===== src/design/timer_wdog_regs.vh =====
// Register offsets, field positions, keys and reset values of the timer block
`ifndef TIMER_WDOG_REGS_VH
`define TIMER_WDOG_REGS_VH

`define ADDR_WD_PRESCALE_LOCK  4'h0
`define ADDR_WD_PRESCALE_START 4'h1
`define ADDR_TIMER_CONTROL     4'h2
`define ADDR_TIMER_PERIOD_LOW  4'h3
`define ADDR_TIMER_PERIOD_HIGH 4'h4
`define ADDR_TIMER_COUNT_LOW   4'h5
`define ADDR_TIMER_COUNT_HIGH  4'h6
`define ADDR_IRQ_STATUS        4'h7
`define ADDR_IRQ_MASK          4'h8
`define ADDR_WD_CONTROL        4'h9
`define ADDR_WD_COUNT          4'ha

`define PRESCALE_KEY1          16'h5a5a
`define PRESCALE_KEY2          16'ha5a5

`define LOCK_IDLE              2'h0
`define LOCK_WAIT_KEY2         2'h1
`define LOCK_OPEN              2'h3

`define TCR_ENABLE_BIT         15
`define TCR_DIV_MSB            5
`define TCR_DIV_LSB            2
`define TCR_RELOAD_BIT         1
`define TCR_START_BIT          0
`define TCR_WRITE_MASK         16'h803f
`define DIV_CODE_MAX           4'hc

`define IRQ_TIMER_BIT          0
`define IRQ_WDOG_BIT           1
`define IRQ_WIDTH              2

`define WD_RESET_PULSE_CYCLES  8'h10
`define REG_RESET_VALUE        16'h0000

`endif


===== src/design/tick_divider.v =====
// Power-of-two tick divider for the general-purpose timer
`timescale 1ns/1ps
`include "timer_wdog_regs.vh"

module tick_divider (
    input  wire        core_clk,
    input  wire        reset_n,
    input  wire        run,
    input  wire        restart,
    input  wire [3:0]  div_code,
    output reg         tick_ff
);

    reg  [12:0] cnt_ff;
    reg  [12:0] nxt_cnt;
    reg  [12:0] limit;
    reg  [3:0]  code;

    // Codes above the top code saturate to divide by 8192
    always @* begin
        code = (div_code > `DIV_CODE_MAX) ? `DIV_CODE_MAX : div_code;
        limit = 13'h0001;
        limit = (limit << code) << 1;
        limit = limit - 13'h0001;
    end

    // Divide by two to the code plus one
    always @* begin
        if (restart || !run || cnt_ff >= limit)
            nxt_cnt = 13'h0000;
        else
            nxt_cnt = cnt_ff + 13'h0001;
    end

    always @(posedge core_clk) begin
        if (!reset_n) begin
            cnt_ff  <= 13'h0000;
            tick_ff <= 1'b0;
        end else begin
            cnt_ff  <= nxt_cnt;
            tick_ff <= run && !restart && (cnt_ff >= limit);
        end
    end

endmodule


===== src/design/timer_watchdog_prescale_ctrl.v =====
// Watchdog prescaler with key lock and 32-bit general-purpose down timer
// Summary of operation
// - Lock register reads state: 00 idle, 01 wait key two, 11 open.
// - Prescale start value is written only when the lock is open.
// - A 16-bit prescale start value reloads the prescale down counter.
// - Each prescale counter zero decrements the watchdog counter by one.
// - Prescale register reads return last written start value.
// - Control bit 15 enables both timer prescaler and counter.
// - Divide field bits 5:2; code 0 divides by 2, code 12 by 8192.
// - Auto-reload bit 1 reloads the counter at zero.
// - Writing start bit 1 loads and starts; writing 0 stops.
// - Period is 32 bits: low word and high word registers.
// - Counter is 32 bits; low word read and written through register.
// - Counter high word read and written through second register.
// - Timer expiry latches a flag, cleared by writing one.
// - Enabled watchdog counting to zero asserts chip reset.
//
// The implementer's own choices: the address-and-strobe port and the register addresses.
`timescale 1ns/1ps
`include "timer_wdog_regs.vh"

module timer_watchdog_prescale_ctrl (
    input  wire        core_clk,
    input  wire        reset_n,
    input  wire [3:0]  reg_addr,
    input  wire [15:0] reg_wdata,
    input  wire        reg_wr,
    input  wire        reg_rd,
    output reg  [15:0] reg_rdata_ff,
    output reg         irq_ff,
    output reg         chip_reset_ff
);

    reg  [1:0]  lock_state_ff;
    reg  [1:0]  nxt_lock_state;
    reg  [15:0] ps_start_ff;
    reg  [15:0] ps_count_ff;
    reg  [15:0] wd_count_ff;
    reg         wd_enable_ff;
    reg         wd_running_ff;
    reg  [7:0]  rst_pulse_ff;
    reg  [15:0] control_ff;
    reg  [31:0] period_ff;
    reg  [31:0] count_ff;
    reg  [31:0] nxt_count;
    reg         running_ff;
    reg         nxt_running;
    reg         expire;
    reg  [`IRQ_WIDTH-1:0] status_ff;
    reg  [`IRQ_WIDTH-1:0] mask_ff;
    reg  [`IRQ_WIDTH-1:0] nxt_status;
    reg  [15:0] nxt_rdata;
    reg         wd_expire;

    wire        tick;
    wire        timer_en;
    wire        start_wr;
    wire        restart_div;

    // Single decode shared by every register write
    function wr_hit;
        input [3:0] addr;
        input [3:0] target;
        input       strobe;
        begin
            wr_hit = strobe && (addr == target);
        end
    endfunction

    assign timer_en = control_ff[`TCR_ENABLE_BIT];
    assign start_wr = wr_hit(reg_addr, `ADDR_TIMER_CONTROL, reg_wr)
                      && reg_wdata[`TCR_START_BIT];
    assign restart_div = start_wr;

    // Prescaler runs only while enabled and counting
    tick_divider u_tick_divider (
        .core_clk (core_clk),
        .reset_n  (reset_n),
        .run      (timer_en && running_ff),
        .restart  (restart_div),
        .div_code (control_ff[`TCR_DIV_MSB:`TCR_DIV_LSB]),
        .tick_ff  (tick)
    );

    // Lock state machine for the prescale key sequence
    always @* begin
        nxt_lock_state = lock_state_ff;
        if (wr_hit(reg_addr, `ADDR_WD_PRESCALE_LOCK, reg_wr)) begin
            case (lock_state_ff)
                `LOCK_IDLE: begin
                    if (reg_wdata == `PRESCALE_KEY1)
                        nxt_lock_state = `LOCK_WAIT_KEY2;
                end
                `LOCK_WAIT_KEY2: begin
                    // Second key must follow the first
                    if (reg_wdata == `PRESCALE_KEY2)
                        nxt_lock_state = `LOCK_OPEN;
                    else
                        nxt_lock_state = `LOCK_IDLE;
                end
                `LOCK_OPEN: begin
                    nxt_lock_state = (reg_wdata == `PRESCALE_KEY1) ?
                                     `LOCK_WAIT_KEY2 : `LOCK_IDLE;
                end
                default: begin
                    nxt_lock_state = `LOCK_IDLE;
                end
            endcase
        end
    end

    always @(posedge core_clk) begin
        if (!reset_n) begin
            lock_state_ff <= `LOCK_IDLE;
            ps_start_ff   <= `REG_RESET_VALUE;
        end else begin
            lock_state_ff <= nxt_lock_state;
            // Start value accepted only when unlocked
            if (wr_hit(reg_addr, `ADDR_WD_PRESCALE_START, reg_wr)
                && lock_state_ff == `LOCK_OPEN)
                ps_start_ff <= reg_wdata;
        end
    end

    // Watchdog prescaler and main counter
    always @* begin
        wd_expire = wd_enable_ff && wd_running_ff && ps_count_ff == 16'h0000
                    && wd_count_ff == 16'h0001;
    end

    always @(posedge core_clk) begin
        if (!reset_n) begin
            ps_count_ff   <= 16'h0000;
            wd_count_ff   <= 16'h0000;
            wd_enable_ff  <= 1'b0;
            wd_running_ff <= 1'b0;
            rst_pulse_ff  <= 8'h00;
            chip_reset_ff <= 1'b0;
        end else begin
            if (wr_hit(reg_addr, `ADDR_WD_CONTROL, reg_wr))
                wd_enable_ff <= reg_wdata[0];
            if (wr_hit(reg_addr, `ADDR_WD_COUNT, reg_wr)) begin
                wd_count_ff   <= reg_wdata;
                ps_count_ff   <= ps_start_ff;
                wd_running_ff <= reg_wdata != 16'h0000;
            end else if (wd_enable_ff && wd_running_ff) begin
                // Prescale counter reloads from start value
                if (ps_count_ff == 16'h0000) begin
                    ps_count_ff <= ps_start_ff;
                    wd_count_ff <= wd_count_ff - 16'h0001;
                    if (wd_count_ff == 16'h0001)
                        wd_running_ff <= 1'b0;
                end else begin
                    ps_count_ff <= ps_count_ff - 16'h0001;
                end
            end
            // Chip reset pulse at watchdog zero
            if (wd_expire)
                rst_pulse_ff <= `WD_RESET_PULSE_CYCLES;
            else if (rst_pulse_ff != 8'h00)
                rst_pulse_ff <= rst_pulse_ff - 8'h01;
            chip_reset_ff <= wd_expire || rst_pulse_ff > 8'h01;
        end
    end

    // Timer counter next value
    always @* begin
        nxt_count   = count_ff;
        nxt_running = running_ff;
        expire      = 1'b0;
        if (timer_en && running_ff && tick) begin
            if (count_ff == 32'h0000_0000 || count_ff == 32'h0000_0001) begin
                expire = 1'b1;
                if (control_ff[`TCR_RELOAD_BIT]) begin
                    nxt_count = period_ff;
                end else begin
                    nxt_count   = 32'h0000_0000;
                    nxt_running = 1'b0;
                end
            end else begin
                nxt_count = count_ff - 32'h0000_0001;
            end
        end
        if (wr_hit(reg_addr, `ADDR_TIMER_CONTROL, reg_wr)) begin
            // Start loads full period, zero stops
            if (reg_wdata[`TCR_START_BIT]) begin
                nxt_count   = period_ff;
                nxt_running = 1'b1;
                expire      = 1'b0;
            end else begin
                nxt_running = 1'b0;
                expire      = 1'b0;
            end
        end
        if (wr_hit(reg_addr, `ADDR_TIMER_COUNT_LOW, reg_wr))
            nxt_count = {count_ff[31:16], reg_wdata};
        if (wr_hit(reg_addr, `ADDR_TIMER_COUNT_HIGH, reg_wr))
            nxt_count = {reg_wdata, count_ff[15:0]};
    end

    always @(posedge core_clk) begin
        if (!reset_n) begin
            control_ff <= `REG_RESET_VALUE;
            period_ff  <= 32'h0000_0000;
            count_ff   <= 32'h0000_0000;
            running_ff <= 1'b0;
        end else begin
            if (wr_hit(reg_addr, `ADDR_TIMER_CONTROL, reg_wr))
                control_ff <= reg_wdata & `TCR_WRITE_MASK;
            else if (!running_ff)
                control_ff[`TCR_START_BIT] <= 1'b0;
            // Period split into low and high words
            if (wr_hit(reg_addr, `ADDR_TIMER_PERIOD_LOW, reg_wr))
                period_ff[15:0] <= reg_wdata;
            if (wr_hit(reg_addr, `ADDR_TIMER_PERIOD_HIGH, reg_wr))
                period_ff[31:16] <= reg_wdata;
            count_ff   <= nxt_count;
            running_ff <= nxt_running;
        end
    end

    // Sticky flags, set wins over write-one clear
    always @* begin
        nxt_status = status_ff;
        if (wr_hit(reg_addr, `ADDR_IRQ_STATUS, reg_wr))
            nxt_status = status_ff & ~reg_wdata[`IRQ_WIDTH-1:0];
        if (expire)
            nxt_status[`IRQ_TIMER_BIT] = 1'b1;
        if (wd_expire)
            nxt_status[`IRQ_WDOG_BIT] = 1'b1;
    end

    always @(posedge core_clk) begin
        if (!reset_n) begin
            status_ff <= {`IRQ_WIDTH{1'b0}};
            mask_ff   <= {`IRQ_WIDTH{1'b0}};
            irq_ff    <= 1'b0;
        end else begin
            status_ff <= nxt_status;
            if (wr_hit(reg_addr, `ADDR_IRQ_MASK, reg_wr))
                mask_ff <= reg_wdata[`IRQ_WIDTH-1:0];
            irq_ff <= |(nxt_status & mask_ff);
        end
    end

    // Read mux
    always @* begin
        nxt_rdata = 16'h0000;
        case (reg_addr)
            `ADDR_WD_PRESCALE_LOCK:  nxt_rdata = {14'h0000, lock_state_ff};
            `ADDR_WD_PRESCALE_START: nxt_rdata = ps_start_ff;
            `ADDR_TIMER_CONTROL:     nxt_rdata = control_ff;
            `ADDR_TIMER_PERIOD_LOW:  nxt_rdata = period_ff[15:0];
            `ADDR_TIMER_PERIOD_HIGH: nxt_rdata = period_ff[31:16];
            `ADDR_TIMER_COUNT_LOW:   nxt_rdata = count_ff[15:0];
            `ADDR_TIMER_COUNT_HIGH:  nxt_rdata = count_ff[31:16];
            `ADDR_IRQ_STATUS:        nxt_rdata = {14'h0000, status_ff};
            `ADDR_IRQ_MASK:          nxt_rdata = {14'h0000, mask_ff};
            `ADDR_WD_CONTROL:        nxt_rdata = {15'h0000, wd_enable_ff};
            `ADDR_WD_COUNT:          nxt_rdata = wd_count_ff;
            default:                 nxt_rdata = 16'h0000;
        endcase
    end

    always @(posedge core_clk) begin
        if (!reset_n)
            reg_rdata_ff <= 16'h0000;
        else if (reg_rd)
            reg_rdata_ff <= nxt_rdata;
        else
            reg_rdata_ff <= 16'h0000;
    end

endmodule


===== config.mk =====
export PLATFORM = sky130hd
export DESIGN_NAME = timer_watchdog_prescale_ctrl
export DESIGN_NICKNAME = d
export VERILOG_FILES = /design/src/design/tick_divider.v /design/src/design/timer_watchdog_prescale_ctrl.v
export VERILOG_INCLUDE_DIRS = /design/src /design/src/design
export SDC_FILE = /design/constraint.sdc
export NUM_CORES = 1
export LEC_CHECK = 0
export ABC_AREA = 1
export BUFFER_PORTS_ARGS = -buffer_cell sky130_fd_sc_hd__buf_2
export CAP_MARGIN = 20
export CORE_UTILIZATION = 30
export DETAILED_ROUTE_END_ITERATION = 8
export GPL_ROUTABILITY_DRIVEN = 0
export PLACE_DENSITY = 0.46
export SYNTH_ARGS = -nofsm -noshare
export SYNTH_HDL_FRONTEND = slang
export SYNTH_SLANG_ARGS = --single-unit

===== constraint.sdc =====
create_clock -name core_clk -period 3.65 [get_ports core_clk]
set_input_delay 0.73 -clock core_clk [delete_from_list [all_inputs] [get_ports core_clk]]
set_output_delay 0.73 -clock core_clk [all_outputs]
set_load 0.02 [all_outputs]

==> results.cfg, run 1 <==
[grt]
gr-total-overflow = 0
grt_util_all_layers = 0.237
grt_max_degree = 65
first_pass_grt_wire_length_um = 64500
number_of_global_route_vias_before_repair = 10300
number_of_antenna_violations_at_the_first_check_in_global_routing = 0

[yosys]
synth_enable_flop_cells = 0
yosys.cell_types.count = 54
yosys_register_bits = 168
syn-cell-area_um2 = 10500
synth_nets = 1674
synth-seq-area-share = 0.321
syn_avg_cell_area_um2 = 6.44
synth_cells = 1628
synth_top_flop_cell = dfxtp_1
synth-warning-count = 0
synth_async_sr_flop_share = 0

[clock_tree]
post_cts_gate_resize_count = 0
number_of_buffers_inserted_during_clock_tree_synthesis = 17
worstSkewPairLatency_ns = 0.45
clk_pin_slew_worst_paths_ns = 0.07
count_of_h_tree_levels_built_during_cts = 4
max-clock-path-buffers = 2
cts.repair_timing.setup_buffer_count = 0
hold_buffers = 0
cts_sinks = 168
clk_root_buffer_cell = clkbuf_16
cts_tree = built

[hold_path]
worstHoldPathType = flop to flop
min_path_cells = 2
min_delay_worst_endpoint = irq_ff
hold_start = mask_ff[1]

[layout]
layout_common_cells = nand2_1 (332), a21oi_1 (210), inv_1 (190)
post_route_cells_drive_above_1_share = 0.0864
finalInstanceArea_um2 = 11700
n_antenna_cell = 0
area.growth.synth_to_final_pct = 11.4
postLayoutCoreUtil = 0.339
finish.net_count = 1676
most_common_cell_after_layout_fill_and_taps_aside = nand2_1

[power_and_ir_drop]
combPwrFrac = 0.205
power.ir.vdd_worst_uv = 332
power_report.internal_total_mw = 3.39
power_leakage_nw = 4.84
power.clock.fraction = 0.405
power_density_over_cell_area_nw_per_um2 = 430
power.share.switching = 0.325
seq_power_share = 0.390
switchingPower_mw = 1.63
fin_total_pwr_mw = 5.02

[timing]
grt_setup_unrepaired = no
worst_clock_skew_ns = 0.0153
timing.final.max_slew_violations = 0
finalSetupViolations = 0
finalHoldWorstSlack_ns = 0.466
post-route-period-util = 0.803
slew-limit-headroom = 0.330
fmax_mhz = 341
fin_tns_setup_ns = 0
timing.final.crit_period_ns = 2.93
final-hold-violation-count = 0
worst_slew_pin_slew_ns = 1.00

[setup_path]
critical_path.endpoint_type = flop
cp_max_fo = 13
timing.setup.critical_path_class = flop to flop
critical_path.startpoint_type = flop
arrival_ns = 3.24
worstRegToRegCells = 16
timing.rr.start = control_ff[4]
r2r_setup_slack_ns = 0.72
worst-endpoint-required_ns = 3.96
critical_path.reg2reg.endpoint = u_tick_divider.cnt_ff[6]

[die]
design.die.area_um2 = 35700
number_of_ports_placed_on_the_die_boundary = 42
fp.coreArea_um2 = 34500
die_x_um = 189
row_count = 68
initial_utilization = 0.304
fp.dieH_um = 189

[detailed_routing]
wl_per_cell_um = 20.0
remaining_drc_errors = 0
route.antenna.remaining_nets = 0
routed-via-count = 11200
routed_via_density = 5.36
dr.first_iter.drc_count = 1186
postRouteWirelength_um = 42000
drt-pass1-iter-count = 7

[placement]
placement_stage_cell_area_um2 = 11100
place_hpwl_um = 30600
port_buffers = 41

[flow_run]
cap_viol_max_count = 0

[run_status]
run_status = finished clean
==> power by group through the flow <==
stage | registers, mW | logic, mW | clock network [mW]
floorplan | 1.99 | 0.727 | 0
global placement | 2.00 | 1.01 | 0
detailed placement | 2.00 | 1.01 | 0
CTS | 1.96 | 1.02 | 2.05
global route | 1.97 | 1.14 | 2.12
finish | 1.96 | 1.03 | 2.03
==> routing by layer <==
metal / vias up / global-route usage / share of wire
li1: 5428 / - / -
met1: 5337 / 0.337 / 0.47
met2: 425 / 0.369 / 0.45
met3: 51 / 0.0400 / 0.064
met4: 0 / 0.0583 / 0.020
met5: - / 0 / 0
==> metrics by stage <==
step | setup slack, ns | std cells
after detailed placement | 0.768 | 2066
after global placement | 0.806 | 2066
after global routing | 0.413 | 2098
final | 0.720 | 2098
after CTS | 0.721 | 2098
after floorplan | 1.01 | 1628
==> area by class of cell <==
type	instances	area, um2
Inverter	205	771
Timing Repair Buffer	60	360
Tap cell	455	569
Clock buffer	21	460
Sequential cell	168	3360
Fill cell	3826	22800
Clock inverter	11	169
Multi-Input combinational cell	1178	5990
==> cell usage after synthesis (22+ instances only) <==
cell type / n / area [um2]
xor2_1: 27 / 236
inv_1: 191 / 717
buf_2: 22 / 110
dfxtp_1: 168 / 3360
nor3_1: 22 / 110
ha_1: 22 / 275
a21oi_1: 210 / 1050
o21ai_0: 120 / 601
clkbuf_1: 43 / 161
nand3_1: 99 / 495
nor2_1: 166 / 623
nand2_1: 332 / 1250
o22ai_1: 37 / 231
==> logic make-up (layout without fill, tap and decap cells) <==
group	after synthesis	after routing	share of synthesized area
DFF	168	168	0.321
muxes	1	1	0.00107
adders and majority gates	22	22	0.0262
xor gates and xnor gates	32	32	0.0267
AOI/OAI and AO/OA	444	444	0.236
buffers and inverters	282	297	0.109
and+or+nand+nor	679	679	0.280
==> state kept, by name, indices dropped and copies added, names as in the netlist <==
signal,count
reg_rdata_ff,16
u_tick_divider.tick_ff,1
rst_pulse_ff,8
chip_reset_ff,1
count_ff,32
wd_count_ff,16
wd_enable_ff,1
status_ff,2
ps_start_ff,16
mask_ff,2
irq_ff,1
period_ff,32
running_ff,1
u_tick_divider.cnt_ff,13
wd_running_ff,1
lock_state_ff,2
ps_count_ff,16
control_ff,7
==> critical path, stage by stage (launching register included) <==
cell	delay (ns)
dfxtp_1	0.39
nor2_1	0.20
nand2_1	0.09
nor2_1	0.14
inv_1	0.06
ha_1	0.24
nand2_1	0.09
o21ai_0	0.07
mux2_1	0.31
ha_1	0.28
nand2_1	0.06
nor2_1	0.14
nand2_1	0.07
o211a_1	0.11
o21a_1	0.11
nand2_1	0.35
nor3_1	0.08
==> worst max path at each step <==
stage / start / slack (ns) / to
detailed placement: control_ff[4] / 0.77 / u_tick_divider.cnt_ff[8]
CTS: control_ff[4] / 0.72 / u_tick_divider.cnt_ff[6]
global route: control_ff[4] / 0.41 / u_tick_divider.cnt_ff[7]
finish: control_ff[4] / 0.72 / u_tick_divider.cnt_ff[6]
floorplan: control_ff[4] / 1.01 / u_tick_divider.cnt_ff[10]
global placement: control_ff[4] / 0.81 / u_tick_divider.cnt_ff[2]
(Power assumes the default switching activity.)
==> run 2, diff against run 1 <==
--- a/config.mk
+++ b/config.mk
@@ -6,7 +6,7 @@
 export SDC_FILE = /design/constraint.sdc
 export NUM_CORES = 1
 export LEC_CHECK = 0
-export ABC_AREA = 1
+export ABC_AREA = 0
 export BUFFER_PORTS_ARGS = -buffer_cell sky130_fd_sc_hd__buf_2
 export CAP_MARGIN = 20
 export CORE_UTILIZATION = 30
==> constraint.sdc (replaced) <==
create_clock -name core_clk -period 2.9 [get_ports core_clk]
set_input_delay 0.58 -clock core_clk [delete_from_list [all_inputs] [get_ports core_clk]]
set_output_delay 0.58 -clock core_clk [all_outputs]
set_load 0.02 [all_outputs]
==> run 2 against run 1 <==
  * Wire length down 5.7%
  * Highest routed layer unchanged
  * Critical path type unchanged
  * Flip-flop and latch count unchanged
  * Setup slack worse by 0.77 ns
  * Register-to-register slack worse by 0.77 ns
  * Via count down 8.0%
  * Sequential power up 26%
  * Area after synthesis down 7.6%
  * Worst hold slack worse by 0.014 ns
  * The run now ends with setup timing left
  * Combinational power up 16%
  * Non-clock buffer count up 84
  * Final area down 1.2%
  * Sequential share of layout area up 0.35 points
==> results.cfg, run 2 <==
[clock_tree]
cts_tree = built
max-clock-path-buffers = 2
clk_pin_slew_worst_paths_ns = 0.07
count_of_h_tree_levels_built_during_cts = 4
hold_buffers = 0
clk_root_buffer_cell = clkbuf_16
worstSkewPairLatency_ns = 0.46
cts_sinks = 168
number_of_buffers_inserted_during_clock_tree_synthesis = 17

[timing]
grt_setup_unrepaired = yes
worst_slew_pin_slew_ns = 1.09
final.setup.worst_slack_ns = -0.0549
final-hold-violation-count = 0
finalSetupViolations = 7
fmax_mhz = 338
timing.final.max_slew_violations = 0
fin_tns_setup_ns = -0.305
timing.final.crit_period_ns = 2.95
post-route-period-util = 1.02
worst_clock_skew_ns = 0.0146
slew-limit-headroom = 0.275

[layout]
area.growth.synth_to_final_pct = 19.1
reg_top3 = count_ff: 32 flops, period_ff: 32 flops
finish.net_count = 1380
post_route_cells_drive_above_1_share = 0.169
n_antenna_cell = 0
area.sequential_um2 = 3360
multiInputGateArea_um2 = 5970
layout_common_cells = nand2_1 (184), dfxtp_1 (167), a21oi_1 (118)
fillerInstances = 3297
most_common_cell_after_layout_fill_and_taps_aside = nand2_1
finalInstanceArea_um2 = 11500
postLayoutCoreUtil = 0.365

[yosys]
yosys.cell_types.count = 73
synth_top_flop_cell = dfxtp_1
synth-warning-count = 0
synth.most_common_cell = nand2_1
synth-seq-area-share = 0.347
synth.top_cell.area_share = 0.347
yosys_register_bits = 168
share_of_synthesized_area_spent_on_multiplexers = 0.00955
synth.cells.most_frequent = nand2_1 (185), dfxtp_1 (168), a21oi_1 (119)
synth_cells = 1278
synth.area.top_cells = dfxtp_1 (35%), nand2_1 (7.2%), a21oi_1 (6.1%)
syn_avg_cell_area_um2 = 7.59
synth_enable_flop_cells = 0
synth-simple-area-share = 0.260
synth_compound_gate_area_share = 0.262
synth_top_area_cell = dfxtp_1
synthAdderAreaFrac = 0.0284
synth_async_sr_flop_share = 0
synth_nets = 1324
synth_top_family_by_area = compound AO/OA/AOI/OAI gates
synth_xor_area_frac = 0.0397
syn-cell-area_um2 = 9700

[power_and_ir_drop]
fin_total_pwr_mw = 6.04
combPwrFrac = 0.196
power.ir.vdd_worst_uv = 465
power.share.switching = 0.310
power_leakage_nw = 4.08
seq_power_share = 0.408
power.clock.fraction = 0.396
power_density_over_cell_area_nw_per_um2 = 523
switchingPower_mw = 1.87
power_report.internal_total_mw = 4.17

[grt]
grt_max_degree = 87
gr-total-overflow = 0
first_pass_grt_wire_length_um = 60900
grt_util_all_layers = 0.243
number_of_antenna_violations_at_the_first_check_in_global_routing = 0
number_of_global_route_vias_before_repair = 9646

[die]
design.die.area_um2 = 33000
initial_utilization = 0.306
fp.dieH_um = 182
row_count = 65
number_of_ports_placed_on_the_die_boundary = 42
fp.coreArea_um2 = 31600
die_x_um = 182

[run_status]
run_status = finished, violations left
violations = setup timing

[detailed_routing]
drt-pass1-iter-count = 6
routed_via_density = 5.91
remaining_drc_errors = 0
routed-via-count = 10300
dr.first_iter.drc_count = 1136
wl_per_cell_um = 22.7
route.antenna.remaining_nets = 0
postRouteWirelength_um = 39600

[placement]
port_buffers = 41
placement_stage_cell_area_um2 = 10800
place_hpwl_um = 28400

[setup_path]
timing.setup.critical_path_class = flop to flop
critical_path.endpoint_type = flop
critical_path.startpoint_type = flop
worst-endpoint-required_ns = 3.29
arrival_ns = 3.34
cp_max_fo = 7

[hold_path]
worstHoldPathType = input pin to flop

[flow_run]
cap_viol_max_count = 0
[run 2: through the flow]
step                setup WS, ns  hold slack (ns)  std cells
floorplan                 -0.140            0.441       1278
global placement          -0.157            0.468       1716
finish                   -0.0549            0.452       1749
CTS                      -0.0910            0.429       1749
global route              -0.217            0.458       1749
detailed placement        -0.222            0.468       1716
[run 2: power by group through the flow]
stage	sequential [mW]	clock, mW	combinational (mW)
floorplan	2.50	0	0.765
global placement	2.52	0	1.16
detailed placement	2.51	0	1.16
CTS	2.46	2.44	1.16
global route	2.47	2.53	1.29
finish	2.46	2.39	1.19
[run 2: cell families (layout without fill, tap and decap cells)]
group | count (synthesis) | after routing
flops | 168 | 168
compound gates | 391 | 392
xor+xnor | 44 | 44
mux | 9 | 9
buf+inv | 132 | 200
simple gates | 512 | 512
fa+ha+maj | 22 | 22
[run 2: critical path, cell delays in order, from the launching register on]
cell	delay [ns]
dfxtp_2	0.32
or2_4	0.24
or3_4	0.38
ha_4	0.18
and2_4	0.15
nor2_1	0.10
o21a_1	0.14
ha_1	0.24
a21oi_1	0.15
nor2b_1	0.07
a2111oi_2	0.31
o21ai_2	0.14
a211o_4	0.36
nor2_1	0.12
[run 2: per-layer routing]
metal  vias to the layer above  GRT usage  routed length (um)  share of wire
met4                         0     0.0936                1280          0.032
met5                         -          0                   0              0
met3                        76     0.0397                2600          0.066
li1                       4843          -                   -              -
met2                       445      0.367               17300           0.44
met1                      4979      0.343               18500           0.47
[run 2: worst paths after layout]
path	cells past startpoint	end	from	slack, ns
setup reg to reg	13	u_tick_divider.cnt_ff[3]	control_ff[2]	-0.05
hold / removal	3	reg_rdata_ff[0]	reg_rd	0.45
setup / recovery	13	u_tick_divider.cnt_ff[3]	control_ff[2]	-0.05
hold reg to reg	2	period_ff[6]	period_ff[6]	0.48
[run 2: cell type report]
| cell class | instances | area share |
|---|---|---|
| clock buffers | 20 | 0.0395 |
| clock inverters | 12 | 0.0125 |
| inverters | 24 | 0.00780 |
| multi-input cells | 979 | 0.517 |
| flip-flops and latches | 168 | 0.291 |
| well taps | 402 | 0.0436 |
| repair buffers | 144 | 0.0883 |
[run 2: what timing repair did]
action | in CTS | in global routing
setup endpoints to repair | 13 | 26
pin swaps | 21 | 10
gates cloned | 1 | 0
resized for setup | 6 | 22
buffers inserted | 0 | 0
